--- src/pkg/nct_regs.svh ---
// Operation
// - Steering mode output, three bits per function.
// - Header credit count saturates at fifteen.
// - Header count may lag up to eight cycles.
// - User subtracts its recent header credit use.
// - User checks header credit before issuing.
// - Payload credit count, top code means at-least.
// - Payload count may lag up to eight cycles.
// - User checks and deducts recent payload use.
// - Free tag count saturates at fifteen.
// - Tag count may lag up to eight cycles.
// - User checks tags, subtracts one per request.
`ifndef NCT_REGS_SVH
`define NCT_REGS_SVH

// ----------------------------------------
// Sizes
// ----------------------------------------
`define NCT_NUM_VF      252
`define NCT_MODE_W      3
`define NCT_MODE_BITS   756
`define NCT_VF_IDX_W    8
`define NCT_AV_W        4
`define NCT_CNT_W       12

// ----------------------------------------
// Count limits and pool sizes
// ----------------------------------------
`define NCT_AV_MAX      12'h00f
`define NCT_HDR_INIT    12'h020
`define NCT_PAY_INIT    12'h080
`define NCT_TAG_INIT    12'h040
`define NCT_CNT_ZERO    12'h000
`define NCT_CNT_ONE     12'h001

// ----------------------------------------
// Reporting lag
// ----------------------------------------
`define NCT_LAG_STAGES  6
`define NCT_HIST_DEPTH  8

`endif

--- src/pkg/nct_pkg.sv ---
`include "nct_regs.svh"

package nct_pkg;

	typedef logic [`NCT_CNT_W-1:0] nct_cnt_t;
	typedef logic [`NCT_AV_W-1:0]  nct_av_t;
	typedef logic [`NCT_MODE_W-1:0] nct_mode_t;

	// Reported triple carried down the lag pipeline
	typedef struct packed {
		nct_av_t hdr;
		nct_av_t pay;
		nct_av_t tag;
	} nct_av_s;

	typedef enum logic [1:0] {
		NCT_IDLE  = 2'h1,
		NCT_ISSUE = 2'h2
	} nct_state_e;

	// Clamp a pool count to the four-bit report code
	function automatic nct_av_t nctSat(input nct_cnt_t c);
		nctSat = (c >= `NCT_AV_MAX) ? nct_av_t'(`NCT_AV_MAX)
			: c[`NCT_AV_W-1:0];
	endfunction : nctSat

endpackage : nct_pkg

--- src/pkg/nct_if.sv ---
`include "nct_regs.svh"

interface nct_if;
	logic                      npReqValid;
	logic [`NCT_AV_W-1:0]      npReqPayload;
	logic                      npReqTaken;
	logic [`NCT_AV_W-1:0]      npHeaderCreditAvail;
	logic [`NCT_AV_W-1:0]      npPayloadCreditAvail;
	logic [`NCT_AV_W-1:0]      freeRequestTagCount;
	logic [`NCT_MODE_BITS-1:0] vfSteeringModeOut;

	modport dev (
		input  npReqValid,
		input  npReqPayload,
		output npReqTaken,
		output npHeaderCreditAvail,
		output npPayloadCreditAvail,
		output freeRequestTagCount,
		output vfSteeringModeOut
	);

	modport usr (
		output npReqValid,
		output npReqPayload,
		input  npReqTaken,
		input  npHeaderCreditAvail,
		input  npPayloadCreditAvail,
		input  freeRequestTagCount,
		input  vfSteeringModeOut
	);
endinterface : nct_if

--- src/design/nct_device.sv ---
`include "nct_regs.svh"

module nct_device
	import nct_pkg::*;
(
	input  wire logic                     clk,
	input  wire logic                     sys_rst,
	nct_if.dev                            lnk,
	input  wire logic                     cfgWrEn,
	input  wire logic [`NCT_VF_IDX_W-1:0] cfgWrVf,
	input  wire logic [`NCT_MODE_W-1:0]   cfgWrMode,
	input  wire logic                     hdrCreditReturn,
	input  wire logic [`NCT_AV_W-1:0]     payCreditReturn,
	input  wire logic                     tagRelease
);

	// ----------------------------------------
	// Steering mode store
	// ----------------------------------------

	nct_mode_t modeFf  [`NCT_NUM_VF];
	nct_mode_t nxtMode [`NCT_NUM_VF];

	// Write one function's mode; out-of-range index is dropped
	always_comb begin
		for (int i = 0; i < `NCT_NUM_VF; i++) begin
			nxtMode[i] = modeFf[i];
		end
		if (cfgWrEn && (cfgWrVf < `NCT_VF_IDX_W'(`NCT_NUM_VF))) begin
			nxtMode[cfgWrVf] = cfgWrMode;
		end
	end

	// Per-function register and output slice
	genvar v;
	generate
		for (v = 0; v < `NCT_NUM_VF; v++) begin : g_vf
			always_ff @(posedge clk) begin
				if (sys_rst) begin
					modeFf[v] <= '0;
				end else begin
					modeFf[v] <= nxtMode[v];
				end
			end
			// Function v sits at bits 3v+2..3v
			assign lnk.vfSteeringModeOut[v*`NCT_MODE_W +: `NCT_MODE_W]
				= modeFf[v];
		end
	endgenerate

	// ----------------------------------------
	// Credit and tag pools
	// ----------------------------------------

	nct_cnt_t hdrFf;
	nct_cnt_t payFf;
	nct_cnt_t tagFf;
	logic     takenFf;
	nct_cnt_t nxtHdr;
	nct_cnt_t nxtPay;
	nct_cnt_t nxtTag;
	logic     nxtTaken;
	logic     take;
	nct_cnt_t needPay;

	// Accept only with a header, a tag and enough payload;
	// takenFf blocks a second take of the same held request
	always_comb begin
		needPay  = nct_cnt_t'(lnk.npReqPayload);
		take     = lnk.npReqValid && !takenFf
			&& (hdrFf != `NCT_CNT_ZERO)
			&& (tagFf != `NCT_CNT_ZERO)
			&& (payFf >= needPay);
		nxtTaken = take;
		nxtHdr   = hdrFf;
		nxtPay   = payFf;
		nxtTag   = tagFf;
		if (take) begin
			nxtHdr = nxtHdr - `NCT_CNT_ONE;
			nxtPay = nxtPay - needPay;
			nxtTag = nxtTag - `NCT_CNT_ONE;
		end
		// Returns clamp at pool size so a stray return cannot inflate
		if (hdrCreditReturn && (nxtHdr < `NCT_HDR_INIT)) begin
			nxtHdr = nxtHdr + `NCT_CNT_ONE;
		end
		if (nxtPay + nct_cnt_t'(payCreditReturn) > `NCT_PAY_INIT) begin
			nxtPay = `NCT_PAY_INIT;
		end else begin
			nxtPay = nxtPay + nct_cnt_t'(payCreditReturn);
		end
		if (tagRelease && (nxtTag < `NCT_TAG_INIT)) begin
			nxtTag = nxtTag + `NCT_CNT_ONE;
		end
	end

	// Pool registers
	always_ff @(posedge clk) begin
		if (sys_rst) begin
			hdrFf   <= `NCT_HDR_INIT;
			payFf   <= `NCT_PAY_INIT;
			tagFf   <= `NCT_TAG_INIT;
			takenFf <= 1'b0;
		end else begin
			hdrFf   <= nxtHdr;
			payFf   <= nxtPay;
			tagFf   <= nxtTag;
			takenFf <= nxtTaken;
		end
	end

	assign lnk.npReqTaken = takenFf;

	// ----------------------------------------
	// Report pipeline
	// ----------------------------------------

	// Mimics the core's pipeline: the report trails the pools by
	// six cycles, inside the eight the user must correct for
	nct_av_s stageFf  [`NCT_LAG_STAGES];
	nct_av_s nxtStage [`NCT_LAG_STAGES];

	// Saturate at the head, plain shift behind it
	always_comb begin
		nxtStage[0].hdr = nctSat(hdrFf);
		nxtStage[0].pay = nctSat(payFf);
		nxtStage[0].tag = nctSat(tagFf);
		for (int s = 1; s < `NCT_LAG_STAGES; s++) begin
			nxtStage[s] = stageFf[s-1];
		end
	end

	// Stage registers, reset to the full-pool report
	genvar g;
	generate
		for (g = 0; g < `NCT_LAG_STAGES; g++) begin : g_lag
			always_ff @(posedge clk) begin
				if (sys_rst) begin
					stageFf[g].hdr <= nctSat(`NCT_HDR_INIT);
					stageFf[g].pay <= nctSat(`NCT_PAY_INIT);
					stageFf[g].tag <= nctSat(`NCT_TAG_INIT);
				end else begin
					stageFf[g] <= nxtStage[g];
				end
			end
		end
	endgenerate

	// Outputs are the last stage flops
	assign lnk.npHeaderCreditAvail  = stageFf[`NCT_LAG_STAGES-1].hdr;
	assign lnk.npPayloadCreditAvail = stageFf[`NCT_LAG_STAGES-1].pay;
	assign lnk.freeRequestTagCount  = stageFf[`NCT_LAG_STAGES-1].tag;

endmodule : nct_device

--- src/flat_wrapper.sv ---
// flat-port wrapper written by rule: the top's interface ports become plain ports
module nct_device_flat import nct_pkg::*;
  (clk, sys_rst, cfgWrEn, cfgWrVf, cfgWrMode, hdrCreditReturn, payCreditReturn, tagRelease, lnk_npReqValid, lnk_npReqPayload, lnk_npReqTaken, lnk_npHeaderCreditAvail, lnk_npPayloadCreditAvail, lnk_freeRequestTagCount, lnk_vfSteeringModeOut);
  nct_if lnk_i ();
  input  wire logic clk;
  input  wire logic sys_rst;
  input  wire logic cfgWrEn;
  input  wire logic [`NCT_VF_IDX_W-1:0] cfgWrVf;
  input  wire logic [`NCT_MODE_W-1:0] cfgWrMode;
  input  wire logic hdrCreditReturn;
  input  wire logic [`NCT_AV_W-1:0] payCreditReturn;
  input  wire logic tagRelease;
  input wire logic [$bits(lnk_i.npReqValid)-1:0] lnk_npReqValid;
  input wire logic [$bits(lnk_i.npReqPayload)-1:0] lnk_npReqPayload;
  output wire logic [$bits(lnk_i.npReqTaken)-1:0] lnk_npReqTaken;
  output wire logic [$bits(lnk_i.npHeaderCreditAvail)-1:0] lnk_npHeaderCreditAvail;
  output wire logic [$bits(lnk_i.npPayloadCreditAvail)-1:0] lnk_npPayloadCreditAvail;
  output wire logic [$bits(lnk_i.freeRequestTagCount)-1:0] lnk_freeRequestTagCount;
  output wire logic [$bits(lnk_i.vfSteeringModeOut)-1:0] lnk_vfSteeringModeOut;
  assign lnk_i.npReqValid = lnk_npReqValid;
  assign lnk_i.npReqPayload = lnk_npReqPayload;
  assign lnk_npReqTaken = lnk_i.npReqTaken;
  assign lnk_npHeaderCreditAvail = lnk_i.npHeaderCreditAvail;
  assign lnk_npPayloadCreditAvail = lnk_i.npPayloadCreditAvail;
  assign lnk_freeRequestTagCount = lnk_i.freeRequestTagCount;
  assign lnk_vfSteeringModeOut = lnk_i.vfSteeringModeOut;
  nct_device u_core (.clk(clk), .sys_rst(sys_rst), .lnk(lnk_i), .cfgWrEn(cfgWrEn), .cfgWrVf(cfgWrVf), .cfgWrMode(cfgWrMode), .hdrCreditReturn(hdrCreditReturn), .payCreditReturn(payCreditReturn), .tagRelease(tagRelease));
endmodule
--- config.mk ---
export PLATFORM = sky130hd
export DESIGN_NAME = nct_device_flat
export DESIGN_NICKNAME = d
export VERILOG_FILES = /design/src/pkg/nct_pkg.sv /design/src/pkg/nct_if.sv /design/src/design/nct_device.sv /design/src/flat_wrapper.sv
export VERILOG_INCLUDE_DIRS = /design/src /design/src/pkg
export SDC_FILE = /design/constraint.sdc
export NUM_CORES = 2
export LEC_CHECK = 0
export BUFFER_PORTS_ARGS = -buffer_cell sky130_fd_sc_hd__buf_4
export CAP_MARGIN = 20
export CORE_AREA = 5 5 307 309
export DETAILED_ROUTE_END_ITERATION = 8
export DIE_AREA = 0 0 312 314
export GPL_ROUTABILITY_DRIVEN = 0
export PLACE_DENSITY = 0.7
export SETUP_SLACK_MARGIN = 0.5
export SLEW_MARGIN = 20
export SYNTH_ARGS = -nofsm -noshare
export SYNTH_HDL_FRONTEND = slang
export SYNTH_SLANG_ARGS = --single-unit
--- constraint.sdc ---
create_clock -name clk -period 10.2 [get_ports clk]
set_clock_uncertainty 0.15 [all_clocks]
set_input_delay 1.53 -clock clk [delete_from_list [all_inputs] [get_ports clk]]
set_output_delay 1.53 -clock clk [all_outputs]
set_load 0.02 [all_outputs]
==> metrics <==
status=finished, final reports clean; Pre-antenna DRT Iters=7; total track usage=23.14%; leakage power of the design=15.62 nW; achievable clock frequency=approximately 180 MHz; number of distinct library cell variants in the gate-level netlist after synthesis=66; worst hold margin=between 0.2 and 0.3 ns; Async S/R FF share, synth=0%; max-slew violation count=0; die boundary width=312 um; sequential fraction of the synthesis area=between 50% and 60%; insertion delay of the later-clocked pin in the worst-skew pair=0.65 ns; number of flops mapped to enable cells by yosys=0; cts-stage hold buffer count=0; setup slack of the worst register-to-register path=5.35 ns; Resized cells post-CTS=0; post-route DRC violation count=0; post-synthesis average cell area=7.819 um^2; half-perimeter wire length after detailed placement=about 81000 um; final net count=about 4.8k; FF/Latch Area=17320 um^2; maximum number of pins on one net before global-route repair=approximately 240; Area Growth Syn to Fin=29.13%; number of buffers on the longest clock path=3; post-detailed-routing wire length=121900 um; clock period minus final worst setup slack=5.411 ns; kind of start point of the critical path=primary input; First DRT Iteration DRCs=around 3.6k; Detail Route Antenna Nets=0; via count of the routed design=~32k; Sum Neg Setup Slack=0 ns; # port buffers=793; max-cap violations=0; cell depth of the worst min-delay path=1; capture instance of the worst register-to-register path=u_core.payFf[5]; pwr dens=174.8 nW/um^2; worst slew slack as a fraction of its limit=19.88%; Filler Cell Count=between 8k and 9k; starting density of the core=36.20%; synthesized instance count=about 4.2k; number of clock sinks=865; level count of the clock H-tree=3; count of yosys warnings during synthesis=0; setup repair after global routing missed its margin=no; post-route fraction of the period consumed by the critical path=53.05%; number of top-level pins=794; cell area after technology mapping=32980 um^2; Endpoint, Worst Hold=u_core.stageFf[1][3]; area of the core=91110 um^2; global-route wire length before repair=around 180000 um; critical path arrival=5.84 ns; via count of the first global-routing pass=28.88k; WL/cell=20.21 um; Final setup viols=0; CTS tree=yes; vias per cell=5.355; critical path type=in2reg; number of buffers inserted during clock tree synthesis=a little over 90; commonest cells after routing, fill and taps aside=sky130_fd_sc_hd__nand2_1 (909), sky130_fd_sc_hd__dfxtp_1 (865), sky130_fd_sc_hd__buf_4 (844), sky130_fd_sc_hd__a21oi_1 (768), sky130_fd_sc_hd__o21ai_0 (425); worst-margin pin slew=between 1 and 1.5 ns; Die Outline Area=97970 um^2; buffer type at the clock tree root=sky130_fd_sc_hd__clkbuf_16; path category of the worst min-delay check=reg2reg; Synth Flop Type=sky130_fd_sc_hd__dfxtp_1; number of antenna violations at the first check in global routing=3; setup fix buffers added after clock tree synthesis=0; kind of end point of the critical path=flip-flop; number of placement rows=approximately 110; hold path start=u_core.stageFf[0][15]; FF-to-FF Start=u_core.payFf[0]; floorplan die height=314 um; required time reported for the critical path endpoint=10.63 ns; total overflow reported by the global router=0; FF-to-FF path depth=18; most common library cell in the layout ignoring fill and taps=sky130_fd_sc_hd__nand2_1; number of endpoints with negative hold slack in the final report=0; number of synthesized register bits=865; share of final-layout standard cells stronger than drive strength 1=a little under a quarter; multi-input gate area in the final layout=14250 um^2; Clock Pin Slew Worst Setup and Hold Paths=0.06 ns; maximum net fanout on the critical path=16; Peak supply drop=0.1584 mV
[worst max path at each step]
stage,cells past startpoint,to,slack (ns),startpoint
floorplan,18,u_core.payFf[4],4.86,lnk_npReqPayload[0]
global placement,18,u_core.payFf[6],4.37,lnk_npReqPayload[0]
detailed placement,18,u_core.payFf[6],4.17,lnk_npReqPayload[0]
CTS,18,u_core.payFf[6],4.92,lnk_npReqPayload[0]
global route,17,u_core.payFf[5],4.50,lnk_npReqPayload[0]
finish,18,u_core.payFf[5],4.79,lnk_npReqPayload[0]
[layout make-up]
type | instances | area share [%]
sequential | 865 | 40.66
multi-input combinational | 2945 | 33.46
timing repair buffer | 851 | 15.15
clock buffer | 138 | 6.379
tap | 1186 | 3.485
clock inverter | 25 | 0.6846
inverter | 17 | 0.1498
antenna | 4 | 0.02350
[critical path, cell delays in order]
cell	delay, ns
sky130_fd_sc_hd__buf_4	0.08
sky130_fd_sc_hd__ha_1	0.15
sky130_fd_sc_hd__inv_1	0.05
sky130_fd_sc_hd__fa_1	0.40
sky130_fd_sc_hd__a21o_1	0.21
sky130_fd_sc_hd__a21o_1	0.21
sky130_fd_sc_hd__o211a_1	0.45
sky130_fd_sc_hd__nand2_1	0.39
sky130_fd_sc_hd__nand2_1	0.08
sky130_fd_sc_hd__o21ai_0	0.12
sky130_fd_sc_hd__ha_1	0.25
sky130_fd_sc_hd__a21o_1	0.12
sky130_fd_sc_hd__a21oi_1	0.08
sky130_fd_sc_hd__o21bai_1	0.21
sky130_fd_sc_hd__a21boi_0	0.36
sky130_fd_sc_hd__nand2_1	0.16
sky130_fd_sc_hd__o41ai_1	0.66
sky130_fd_sc_hd__and4_1	0.31
[power breakdown]
group          internal, mW  total (mW)  switching (mW)
Clock                  1.96        3.35            1.39
Sequential             3.43        3.48          0.0497
Combinational         0.193       0.620           0.427
Total                  5.58        7.45            1.86
[synth_stat cells (3+ instances only)]
library cell	n	share of area [%]
sky130_fd_sc_hd__inv_1	17	0.19
sky130_fd_sc_hd__nand2b_1	11	0.21
sky130_fd_sc_hd__ha_1	14	0.53
sky130_fd_sc_hd__dfxtp_1	865	53
sky130_fd_sc_hd__o21a_1	3	0.068
sky130_fd_sc_hd__a21oi_1	768	12
sky130_fd_sc_hd__and2_1	4	0.076
sky130_fd_sc_hd__xnor2_1	17	0.45
sky130_fd_sc_hd__or4_1	4	0.091
sky130_fd_sc_hd__or3_1	14	0.27
sky130_fd_sc_hd__or2_2	63	1.2
sky130_fd_sc_hd__a31oi_1	5	0.095
sky130_fd_sc_hd__nand2_1	914	10
sky130_fd_sc_hd__o21ai_0	425	6.4
sky130_fd_sc_hd__nor2_1	186	2.1
sky130_fd_sc_hd__nand4b_1	4	0.11
sky130_fd_sc_hd__a21o_1	3	0.068
sky130_fd_sc_hd__xor2_1	20	0.53
sky130_fd_sc_hd__or3b_2	3	0.080
sky130_fd_sc_hd__nand4_1	11	0.21
sky130_fd_sc_hd__nor4_1	10	0.19
sky130_fd_sc_hd__nor4b_1	3	0.080
sky130_fd_sc_hd__clkbuf_1	359	4.1
sky130_fd_sc_hd__and4_1	8	0.21
sky130_fd_sc_hd__nor3_1	20	0.30
sky130_fd_sc_hd__nor3b_1	8	0.18
sky130_fd_sc_hd__o211a_1	3	0.091
sky130_fd_sc_hd__nand3_1	360	5.5
sky130_fd_sc_hd__o211ai_1	3	0.068
sky130_fd_sc_hd__buf_1	30	0.34
sky130_fd_sc_hd__nor2b_1	8	0.15
sky130_fd_sc_hd__and3_1	7	0.13
sky130_fd_sc_hd__mux2i_1	3	0.091
[through the flow]
| step | cells | setup WS, ns | utilization, % | area [um^2] | power (mW) |
|---|---|---|---|---|---|
| 6_report | 6031 | 4.789 | 46.74 | 42590 | 7.446 |
| 5_1_grt | 6027 | 4.502 | 46.73 | 42580 | 7.730 |
| 4_1_cts | 6026 | 4.915 | 46.70 | 42550 | 7.504 |
| 3_5_place_dp | 5863 | 4.173 | 43.40 | 39540 | 4.159 |
| 3_3_place_gp | 5863 | 4.370 | 43.40 | 39540 | 4.148 |
| 2_1_floorplan | 4221 | 4.858 | - | 32990 | 4.003 |
[sequential cells by signal, indices dropped and copies added (netlist names)]
name / flops
u_core.stageFf: 72
u_core.modeFf: 756
u_core.lnk.npReqTaken: 1
u_core.payFf: 12
u_core.hdrFf: 12
u_core.tagFf: 12
[kinds of logic (layout without fill, tap and decap cells)]
group                      count (synthesis)  after routing  share of synthesized area [%]
muxes                                      5              5                         0.1593
DFF                                      865            865                          52.51
adders and majority gates                 16             16                         0.6526
buffers and inverters                    411           1031                          4.742
and+or+nand+nor                         1645           1645                          21.71
AOI/OAI and AO/OA                       1238           1238                          19.24
other                                      1              8                        0.01137
xor gates and xnor gates                  37             37                         0.9826
[routing by layer]
| layer | GRT usage, % | part of all wire (%) |
|---|---|---|
| met1 | 29.42 | 41 |
| met5 | 0 | 0.011 |
| met2 | 37.33 | 46 |
| met4 | 10.15 | 4.5 |
| met3 | 5.971 | 8.5 |
(Power assumes the default switching activity.)
